<file path="config.mk">
export PLATFORM = sky130hd
export DESIGN_NAME = dlt_top
export DESIGN_NICKNAME = d
export VERILOG_FILES = /design/src/verilog/dlt_pkg.sv /design/src/verilog/dlt_top.sv
export SDC_FILE = /design/constraint.sdc
export NUM_CORES = 1
export LEC_CHECK = 0
export BUFFER_PORTS_ARGS = -buffer_cell sky130_fd_sc_hd__buf_4
export CAP_MARGIN = 40
export CELL_PAD_IN_SITES_DETAIL_PLACEMENT = 0
export CELL_PAD_IN_SITES_GLOBAL_PLACEMENT = 1
export CORE_AREA = 2 2 162 322
export CTS_BUF_LIST = sky130_fd_sc_hd__clkbuf_8 sky130_fd_sc_hd__clkbuf_16
export DETAILED_ROUTE_END_ITERATION = 6
export DIE_AREA = 0 0 164 324
export GPL_TIMING_DRIVEN = 0
export PLACE_DENSITY = 0.79
export REMOVE_ABC_BUFFERS = 1
export SLEW_MARGIN = 20
export SYNTH_ARGS = -nofsm -noshare
export SYNTH_HDL_FRONTEND = slang
export SYNTH_SLANG_ARGS = --single-unit
export TNS_END_PERCENT = 20
</file>
<file path="constraint.sdc">
create_clock -name mclk -period 5.45 [get_ports mclk]
set_input_delay 0.2725 -clock mclk [delete_from_list [all_inputs] [get_ports mclk]]
set_output_delay 0.2725 -clock mclk [all_outputs]
set_load 0.05 [all_outputs]
</file>
<file path="src/verilog/dlt_pkg.sv">
`default_nettype none
package dlt_pkg;
  // timing
  localparam int CLK_PERIOD_NS = 50;
  localparam int TICK_NS       = 1_000_000; // pulse width unit, 1 ms
  // pulse width in ms
  localparam logic [26:0] PW_MIN = 27'h0000001;
  localparam logic [26:0] PW_MAX = 27'h5F5E0FF; // 99999.999 s
  localparam logic [26:0] PW_RST = 27'h0000002;
  // thresholds, 33-bit signed
  localparam logic signed [32:0] THR_MIN = 33'h100000001;
  localparam logic signed [32:0] THR_BAD = 33'h100000000;
  localparam logic [3:0][32:0]   THR_RST = {33'h1FFFFFFFE, 33'h000000002,
                                            33'h1FFFFFFFF, 33'h000000001};
  // byte offsets
  localparam logic [7:0] OFS_CTRL = 8'h00;
  localparam logic [7:0] OFS_PW   = 8'h04;
  localparam logic [7:0] OFS_THR  = 8'h08; // 4 x (low word, sign word)
  localparam logic [7:0] OFS_STAT = 8'h28;
  localparam logic [7:0] OFS_MASK = 8'h2C;
  localparam logic [7:0] OFS_CMD  = 8'h30;
  localparam logic [7:0] OFS_RES  = 8'h34;
  // command bits
  localparam int CMD_CLR1   = 0;
  localparam int CMD_CLR2   = 1;
  localparam int CMD_PRESET = 2;
  // control register layout, bit 7 first
  typedef struct packed {
    logic [1:0] auto_clr;     // bits 7:6
    logic [1:0] test_en;      // bits 5:4
    logic       active_low;   // bit 3, output_polarity
    logic       pulse_en;     // bit 2
    logic       outputs_en;   // bit 1
    logic       master_latch; // bit 0, master_latch_enable
  } dlt_cfg_s;
  localparam dlt_cfg_s CFG_RST = 8'hC0;
  // avalon slave request
  typedef struct packed {
    logic        read;
    logic        write;
    logic [7:0]  address;
    logic [31:0] writedata;
  } dlt_req_s;
  // bus handshake states
  typedef enum logic [1:0] {
    BUS_IDLE = 2'h0,
    BUS_ACK  = 2'h1
  } dlt_bus_e;
endpackage : dlt_pkg
`default_nettype wire

</file>
<file path="src/verilog/dlt_top.sv">
// Notes on behaviour
// - master limit latch is switchable, off after reset
// - global limit output enable, default off, readable
// - pulsed output mode, default off, readable
// - pulse width 1 ms to 99999.999 s, default 2 ms
// - one polarity for all lines, active high default
// - upper thresholds signed within 4294967295, defaults 1 and 2
// - lower thresholds same range, defaults -1 and -2
// - per-test enable, default off, readable
// - per-test fail flag reads 1 while failing
// - immediate clear resets high and low events of a test
// - per-test auto-clear, default on, readable
// - boolean settings: 1 enables, 0 disables
// - reset and preset both load ctrl, width and threshold defaults; only reset clears mask and events
`timescale 1ns/10ps
`default_nettype none
module dlt_top #(
  parameter int TICK_CYC = dlt_pkg::TICK_NS / dlt_pkg::CLK_PERIOD_NS
) (
  input  wire logic             mclk,
  input  wire logic             resetn,
  input  wire dlt_pkg::dlt_req_s avs_req,
  output logic [31:0]           avs_readdata,
  output logic                  avs_waitrequest,
  input  wire logic [32:0]      reading,
  input  wire logic             reading_valid,
  output logic [3:0]            limit_lines,
  output logic                  master_limit,
  output logic                  irq
);
  import dlt_pkg::*;

  dlt_bus_e     bus_reg, bus_next;
  logic [31:0]  rdata_reg, rdata_next;
  dlt_cfg_s     cfg_reg, cfg_next;
  logic [26:0]  pw_reg, pw_next;
  logic [3:0][32:0] thr_reg, thr_next;
  logic [3:0]   ev_reg, ev_next;   // {lo2,hi2,lo1,hi1}
  logic [3:0]   mask_reg, mask_next;
  logic         ml_reg, ml_next;
  logic [14:0]  pre_reg, pre_next;
  logic [3:0][26:0] cnt_reg, cnt_next;
  logic [3:0]   prev_reg, prev_next;
  logic [3:0]   lines_reg, lines_next;
  logic         wr, rd, tick, preset;
  logic [1:0]   imm_clr, fail;
  logic [3:0]   ev_set, ev_clr, act;
  logic [7:0]   idx;

  // one wait cycle per access keeps read data registered
  assign wr = avs_req.write && bus_reg == BUS_ACK;
  assign rd = avs_req.read && bus_reg == BUS_ACK;
  assign avs_waitrequest = (avs_req.read || avs_req.write) &&
                           bus_reg == BUS_IDLE;
  assign avs_readdata = rdata_reg;
  assign preset  = wr && avs_req.address == OFS_CMD &&
                   avs_req.writedata[CMD_PRESET];
  assign imm_clr = (wr && avs_req.address == OFS_CMD) ?
                   avs_req.writedata[CMD_CLR2:CMD_CLR1] : 2'h0;
  assign idx  = avs_req.address - OFS_THR;
  assign fail = {ev_reg[3] | ev_reg[2], ev_reg[1] | ev_reg[0]};
  assign irq  = |(ev_reg & mask_reg);

  // bus handshake and read mux
  always_comb begin
    bus_next   = BUS_IDLE;
    rdata_next = rdata_reg;
    if (bus_reg == BUS_IDLE && (avs_req.read || avs_req.write)) begin
      bus_next   = BUS_ACK;
      rdata_next = 32'h0; // unmapped offsets read zero
      if (avs_req.read) begin
        case (avs_req.address)
          OFS_CTRL: rdata_next = {24'h0, cfg_reg};
          OFS_PW:   rdata_next = {5'h0, pw_reg};
          OFS_STAT: rdata_next = {28'h0, ev_reg};
          OFS_MASK: rdata_next = {28'h0, mask_reg};
          OFS_RES:  rdata_next = {28'h0, lines_reg[0], ml_reg, fail};
          default: begin
            if (avs_req.address >= OFS_THR && avs_req.address < OFS_STAT)
              rdata_next = idx[2] ? {31'h0, thr_reg[idx[4:3]][32]}
                                  : thr_reg[idx[4:3]][31:0];
          end
        endcase
      end
    end
  end

  always_ff @(posedge mclk) begin
    if (!resetn) begin
      bus_reg   <= BUS_IDLE;
      rdata_reg <= 32'h0;
    end else begin
      bus_reg   <= bus_next;
      rdata_reg <= rdata_next;
    end
  end

  // configuration; bit value 1 enables, 0 disables
  always_comb begin
    cfg_next  = cfg_reg;
    pw_next   = pw_reg;
    thr_next  = thr_reg;
    mask_next = mask_reg;
    if (wr) begin
      case (avs_req.address)
        OFS_CTRL: cfg_next = avs_req.writedata[7:0];
        OFS_MASK: mask_next = avs_req.writedata[3:0];
        OFS_PW: begin
          // out-of-range widths load PW_MIN (zero or bits 31:27 set) or PW_MAX rather than fault
          if (avs_req.writedata[26:0] < PW_MIN ||
              |avs_req.writedata[31:27])
            pw_next = PW_MIN;
          else if (avs_req.writedata[26:0] > PW_MAX)
            pw_next = PW_MAX;
          else
            pw_next = avs_req.writedata[26:0];
        end
        default: begin
          if (avs_req.address >= OFS_THR && avs_req.address < OFS_STAT) begin
            if (idx[2])
              thr_next[idx[4:3]][32] = avs_req.writedata[0];
            else
              thr_next[idx[4:3]][31:0] = avs_req.writedata;
            // -2^32 lies outside the range, pull it in by one
            if (thr_next[idx[4:3]] == THR_BAD)
              thr_next[idx[4:3]] = THR_MIN;
          end
        end
      endcase
    end
    if (preset) begin
      cfg_next = CFG_RST;
      pw_next  = PW_RST;
      thr_next = THR_RST;
    end
  end

  always_ff @(posedge mclk) begin
    if (!resetn) begin
      cfg_reg  <= CFG_RST;
      pw_reg   <= PW_RST;
      thr_reg  <= THR_RST;
      mask_reg <= 4'h0;
    end else begin
      cfg_reg  <= cfg_next;
      pw_reg   <= pw_next;
      thr_reg  <= thr_next;
      mask_reg <= mask_next;
    end
  end

  // event flags; a new event wins over any clear in the same cycle
  genvar t;
  generate
    for (t = 0; t < 2; t++) begin : g_test
      always_comb begin
        ev_set[2*t] = reading_valid && cfg_reg.test_en[t] &&
                      $signed(reading) > $signed(thr_reg[2*t]);
        ev_set[2*t+1] = reading_valid && cfg_reg.test_en[t] &&
                        $signed(reading) < $signed(thr_reg[2*t+1]);
        // auto-clear drops old events at each new tested reading
        ev_clr[2*t] = imm_clr[t] ||
                      (cfg_reg.auto_clr[t] && reading_valid &&
                       cfg_reg.test_en[t]) ||
                      (wr && avs_req.address == OFS_STAT &&
                       avs_req.writedata[2*t]);
        ev_clr[2*t+1] = imm_clr[t] ||
                        (cfg_reg.auto_clr[t] && reading_valid &&
                         cfg_reg.test_en[t]) ||
                        (wr && avs_req.address == OFS_STAT &&
                         avs_req.writedata[2*t+1]);
      end
    end
  endgenerate

  always_comb begin
    ev_next = ev_set | (ev_reg & ~ev_clr);
    // master_latch_enable master holds until a preset, even after both tests are cleared and pass
    ml_next = (cfg_reg.master_latch && ml_reg) || |ev_next;
    if (preset)
      ml_next = 1'b0;
  end

  always_ff @(posedge mclk) begin
    if (!resetn) begin
      ev_reg <= 4'h0;
      ml_reg <= 1'b0;
    end else begin
      ev_reg <= ev_next;
      ml_reg <= ml_next;
    end
  end

  // ms prescaler shared by all lines: width is pw to pw+1 ms
  assign tick = pre_reg == 15'(TICK_CYC - 1);

  genvar l;
  generate
    for (l = 0; l < 4; l++) begin : g_line
      always_comb begin
        prev_next[l] = ev_reg[l];
        cnt_next[l]  = cnt_reg[l];
        // the extra ms covers a tick that lands right after the load
        if (ev_reg[l] && !prev_reg[l])
          cnt_next[l] = pw_reg + 27'h1;
        else if (tick && cnt_reg[l] != 27'h0)
          cnt_next[l] = cnt_reg[l] - 27'h1;
        act[l] = cfg_reg.pulse_en ? cnt_reg[l] != 27'h0 : ev_reg[l];
        lines_next[l] = (cfg_reg.outputs_en && act[l]) ^
                        cfg_reg.active_low;
      end
    end
  endgenerate

  always_comb begin
    pre_next = tick ? 15'h0 : pre_reg + 15'h1;
  end

  always_ff @(posedge mclk) begin
    if (!resetn) begin
      pre_reg   <= 15'h0;
      cnt_reg   <= '0;
      prev_reg  <= 4'h0;
      lines_reg <= 4'h0;
    end else begin
      pre_reg   <= pre_next;
      cnt_reg   <= cnt_next;
      prev_reg  <= prev_next;
      lines_reg <= lines_next;
    end
  end

  assign limit_lines  = lines_reg;
  assign master_limit = ml_reg;
endmodule : dlt_top
`default_nettype wire
</file>
## Word level (Yosys, flattened, before mapping)

Cells that the tools add are included.

| word-level totals | value |
|---|---|
| register bits after elaboration | 341 |
| bits of input ports | 78 |
| output and inout bits | 39 |
| word-level logic and storage cells | 167 |

| operators by class | value |
|---|---|
| add/sub/neg operators | 7 |
| magnitude comparators | 10 |
| eq/ne operators | 8 |
| mux-type cells | 37 |
| bitwise operators | 15 |
| reductions and logical operators | 67 |

Operator list:

| kind | number |
|---|---|
| 2-to-1 mux 132 bit | 5 |
| 2-to-1 mux 27 bit | 10 |
| bitwise mux 132 bit | 2 |
| demux 33 bit (select 2 bit) | 3 |
| case mux 32 bit (5 select lines) | 1 |
| binary-select mux 33 bit (select 2 bit) | 2 |
| 2-to-1 mux 33 bit | 4 |
| 2-to-1 mux 32 bit | 4 |
| bitwise AND 124 bit | 1 |
| inverter 124 bit | 1 |
| nonzero test 27 bit | 4 |
| subtractor 27 x 1 -> 27 bit, second input constant | 4 |
| > comparator 33 bit | 2 |
| less-than comparator 33 bit | 2 |
| logical AND 1 bit | 34 |
| == test 33 bit, second input constant | 1 |
| == test 8 x 6 -> 1 bit, second input constant | 4 |
| adder 27 x 1 -> 27 bit, second input constant | 1 |
| > comparator 27 bit, second input constant | 1 |
| less-than comparator 27 x 1 -> 1 bit, second input constant | 1 |
| adder 15 x 1 -> 15 bit, second input constant | 1 |
| == test 15 bit, second input constant | 1 |
| logical OR 1 bit | 9 |
| bitwise AND 4 bit | 2 |
| other kinds (25) | 44 |

## Longest topological paths before layout

| logic depth | value |
|---|---|
| depth in word-level cells | 14 |
| depth in mapped cells | 13 |

## Worst setup path after synthesis

No wires, ideal clock.

| timing path | value |
|---|---|
| kind | input to register |
| start | in avs_req[35] (netlist bit) |
| end | reg thr_reg[36] (netlist bit) |
| setup time | 122 ps |
| arrival time | 3055 ps |
| required time | 5328 ps |
| slack | 2273 ps |
| cell stages on the path | 13 |
| buffers on the path | 4 |
| path through | clkbuf_1 -> clkbuf_1 -> inv_1 -> ha_1 -> nand2b_1 -> or4_1 -> or4_1 -> and2_4 -> o2111a_2 -> and3_4 -> buf_6 -> buf_6 -> a221o_1 |

| between the ends | value |
|---|---|
| cells in the longest elaborated chain, start to end | 14 |
| elaborated cells between the ends (all ways) | 35 |

RTL lines:

| what | line | text |
|---|---|---|
| start, declared | dlt_top.sv:22 | `input wire dlt_pkg::dlt_req_s avs_req,` |
| subtractor 5 x 4 -> 5 bit | dlt_top.sv:60 | `assign idx = avs_req.address - OFS_THR;` |
| less-than comparator 2 x 3 -> 1 bit (implied by the code) or >= comparator 2 x 1 -> 1 bit (tied branches) | dlt_top.sv:121, dlt_top.sv:123, dlt_top.sv:126 |  |
| logical AND 1 bit (implied by the code) | dlt_top.sv:121, dlt_top.sv:123, dlt_top.sv:126 |  |
| 2-to-1 mux 32 bit (implied by the code) or 2-to-1 mux 33 bit (tied branches) | dlt_top.sv:123, dlt_top.sv:121 |  |
| demux 33 bit (select 2 bit) (on tied branches) | dlt_top.sv:123, dlt_top.sv:121 |  |
| bitwise mux 132 bit (on tied branches) | dlt_top.sv:123, dlt_top.sv:121 |  |
| 2-to-1 mux 132 bit | dlt_top.sv:120 | `if (idx[2])` |
| 2-to-1 mux 132 bit | dlt_top.sv:119 | `if (avs_req.address >= OFS_THR && avs_req.address < OFS_STAT) begin` |
| 2-to-1 mux 132 bit | dlt_top.sv:105 | `case (avs_req.address)` |
| 2-to-1 mux 132 bit | dlt_top.sv:104 | `if (wr) begin` |
| binary-select mux 33 bit (select 2 bit) | dlt_top.sv:125 | `if (thr_next[idx[4:3]] == THR_BAD)` |
| 2-to-1 mux 33 bit (implied by the code) | dlt_top.sv:125 |  |
| == test 33 bit | dlt_top.sv:125 |  |
| 2-to-1 mux 132 bit | dlt_top.sv:125 |  |
| end signal, assigned | dlt_top.sv:147 | `thr_reg <= thr_next;` |
| end, declared | dlt_top.sv:37 | `logic [3:0][32:0] thr_reg, thr_next;` |

Several ways; a longest one is shown, not always the timed one. The select of a mux whose other input is x is not followed.
A chain may end at the register's enable or synchronous reset.

## Worst setup path after layout

| timing path | value |
|---|---|
| start | reg thr_reg[75] (netlist bit) |
| end | reg thr_reg[90] (netlist bit) |

| between the ends | value |
|---|---|
| cells in the longest elaborated chain, start to end | 9 |
| elaborated cells between the ends (all ways) | 10 |

RTL lines:

| what | line |
|---|---|
| bitwise mux 132 bit (on tied branches) | dlt_top.sv:123, dlt_top.sv:121 |
| 2-to-1 mux 132 bit (*) | dlt_top.sv:120 |
| 2-to-1 mux 132 bit (*) | dlt_top.sv:119 |
| 2-to-1 mux 132 bit (*) | dlt_top.sv:105 |
| 2-to-1 mux 132 bit (*) | dlt_top.sv:104 |
| binary-select mux 33 bit (select 2 bit) (*) | dlt_top.sv:125 |
| 2-to-1 mux 33 bit (implied by the code) (*) | dlt_top.sv:125 |
| == test 33 bit (*) | dlt_top.sv:125 |
| 2-to-1 mux 132 bit (*) | dlt_top.sv:125 |

Every way passes the cells marked *; elsewhere a longest branch is shown, timed or not. The select of a mux whose other input is x is not followed.

==> results.cfg <==
[run_status]
run_status = finished, final reports clean

[global_route]
grt_usage_pct = 29.33
grt_max_degree = 81
grt_first_pass_wirelength_um = 116300
antenna_found_initial = 0
first_global_vias = 19130
grt_overflow = 0

[hold_path]
min_from = avs_req[30]
worst_hold_path_type = in2reg

[job]
maxCapViolations = 0

[placement]
dp_hpwl_um = 59930
io_buffers = 116
dp.cells = 3012
place_congestion = 0.9644
place_ws_ps = 1266

[clocking]
cts_buffer_depth = 3
cts.clk_slew.worst_paths_ps = 70
root_buffer = clkbuf_16
clk_latency_ps = 560
clkSinkCount = 340
cts_tree = done
htree_levels = 2
cts_made_buffers = 35

[worst_setup_path]
cp_slowest_cell = nor4_1
path_common_cell = buf_4
rrSetupSlack_ps = 1560
critical_path_class = reg2reg
r2r-start = thr_reg[75]$_SDFFE_PP0P_
crit_buf_inv = 3
startpoint_type = flop
worstPathCellList = nor4_1 -> nand4_1 -> nor3_1 -> o21ai_1 -> o2111ai_4 -> o211ai_1 -> buf_4 -> buf_4 -> buf_4 -> a32o_1
slowest_delay_ps = 830
critPathArrivalTime_ps = 4330
crit_start = thr_reg[75]$_SDFFE_PP0P_
critPathCaptureType = flop
crit_family = simple AND/OR/NAND/NOR gates
cp_max_fo = 10
required_ps = 5890

[final_layout]
nets = 2625
final_cells = 3085
syn2layout_area_growth_pct = 15.15
diodes = 0
drive_above_1_share_pct = 12.63
largest_reg_flops = 132
fillCellCount = 4990

[die]
pin_count = 117
die_x_um = 164
die_h_um = 324
dieArea_mm2 = 0.05314
placementRows = 117
initial_core_util_pct = 39.35
core_area_mm2 = 0.05080

[power_and_ir_drop]
p_leak_uw = 0.009276
peakVddDrop_v = 0.0002740
power.total_uw = 5512
power.density_mw_per_mm2 = 239.5

[sta]
slew_headroom_pct = 35.74
period_minus_slack_ps = 3894
drv_slew = 0
fin_crit_sh_pct = 71.44
hold_viol_final = 0
worst_slew_pin_slew_ps = 953.9
setup_viol = 0
rsz0062_at_grt = false
setup_slack_ps = 1556
skew_ps = 23.40
clock.fmax_mhz = 256.8

[drt]
drtAntennaViolNets = 0
viasPerCell = 6.135
vias = 18930
first_pass_iters = 5
drc = 0
drt-total-wl_um = 78040
drtIter0Drc = 1216
wire_per_inst_um = 25.30

[synth]
synth_edf_count = 0
yosysWarnings = 0
synth.distinct_cells = 83
netlist_instances = 2347
ys_ff_latch = 340
postSynthAreaPerCell_um2 = 8.516
synth_area_leaders = dfxtp_1 34%, ha_1 8.8%, nand2_1 4.5%, a21oi_1 4.4%, mux4_2 3.7%
synthDominantCellAreaShare_pct = 34.05
yosys.area.top_type = dfxtp_1
synth_common_cells = 340 x dfxtp_1, 240 x nand2_1, 178 x nor2_1
dominantRegCellSynth = dfxtp_1
yosysMostFrequentCell = dfxtp_1
ys_seq_area_share_pct = 34.05
async_reset_ff_share_pct = 0
syn_area_mm2 = 0.01999
-- cells by family after synthesis --
family          count (synthesis)  share of synthesized area, %
xor+xnor                      129                         5.653
flops                         340                         34.05
fa+ha+maj                     141                         8.826
simple gates                  803                         20.06
compound gates                574                         20.25
mux                            56                         4.895
buf+inv                       304                         6.266
-- metrics by stage --
stage	hold slack, ps	utilization (%)	area [um^2]	setup TNS, ps
after floorplan	388.6	-	19340	0
after global placement	441.9	41.39	21030	-135320
after detailed placement	450.7	42.80	21740	0
after CTS	1.751	45.18	22950	0
after global routing	20.13	45.31	23020	0
final	15.92	45.31	23020	0
-- worst paths after layout --
kind	to	cells after the start
worst max-delay path	thr_reg[90]$_SDFFE_PP0P_	10
worst min-delay path	thr_reg[30]$_SDFFE_PP0P_	3
worst max register to register	thr_reg[90]$_SDFFE_PP0P_	10
worst min register to register	avs_readdata[0]$_SDFFE_PN0P_	2
-- routing by layer --
layer	track usage, %	vias to the layer above	routed length [um]
met5	0	-	0
met4	27.82	0	8631
met3	3.529	328	3433
met2	54.42	738	41360
met1	27.10	9117	24620
li1	-	8743	-
-- cell usage in the layout (no fill, tap or decap), drive strengths merged, types with 45 or more instances in the layout --
| master | instances |
|---|---|
| dfxtp | 340 |
| nand2 | 240 |
| nor2 | 178 |
| a21oi | 174 |
| inv | 165 |
| buf | 156 |
| ha | 141 |
| o21ai | 85 |
| xnor2 | 80 |
| nor4 | 74 |
| a221o | 69 |
| nand3 | 63 |
| xor2 | 49 |
| a211oi | 45 |
-- where the power goes --
part | switching (uW) | total, uW | leakage (uW) | internal (uW)
logic | 305 | 474 | 0.00593 | 169
clock network | 1100 | 2540 | 0.000604 | 1440
registers | 7.82 | 2500 | 0.00274 | 2490
total | 1410 | 5510 | 0.00928 | 4100
-- layout make-up --
cell class,count,area [um^2],area share (%)
clock buffer,42,994.7,4.322
inverter,160,603.1,2.620
sequential,340,6807,29.57
clock inverter,20,171.4,0.7448
timing repair buffer,166,1568,6.812
multi-input combinational,1703,12050,52.37
tap,654,818.3,3.555
-- what timing repair did --
action / 4_1_cts / 5_1_grt
endpoints found under the hold margin: 14 / 0
hold buffers: 4 / 0
resized for setup: 0 / 0
setup endpoints to repair: 0 / 0
buffers inserted: 0 / 0
-- worst register-to-register path, cell delays in order (launching register included) --
cell	delay [ps]
dfxtp_1	370
nor4_1	830
nand4_1	400
nor3_1	540
o21ai_1	220
o2111ai_4	310
o211ai_1	240
buf_4	230
buf_4	190
buf_4	190
a32o_1	270
Power figures use the tool's default switching activity.
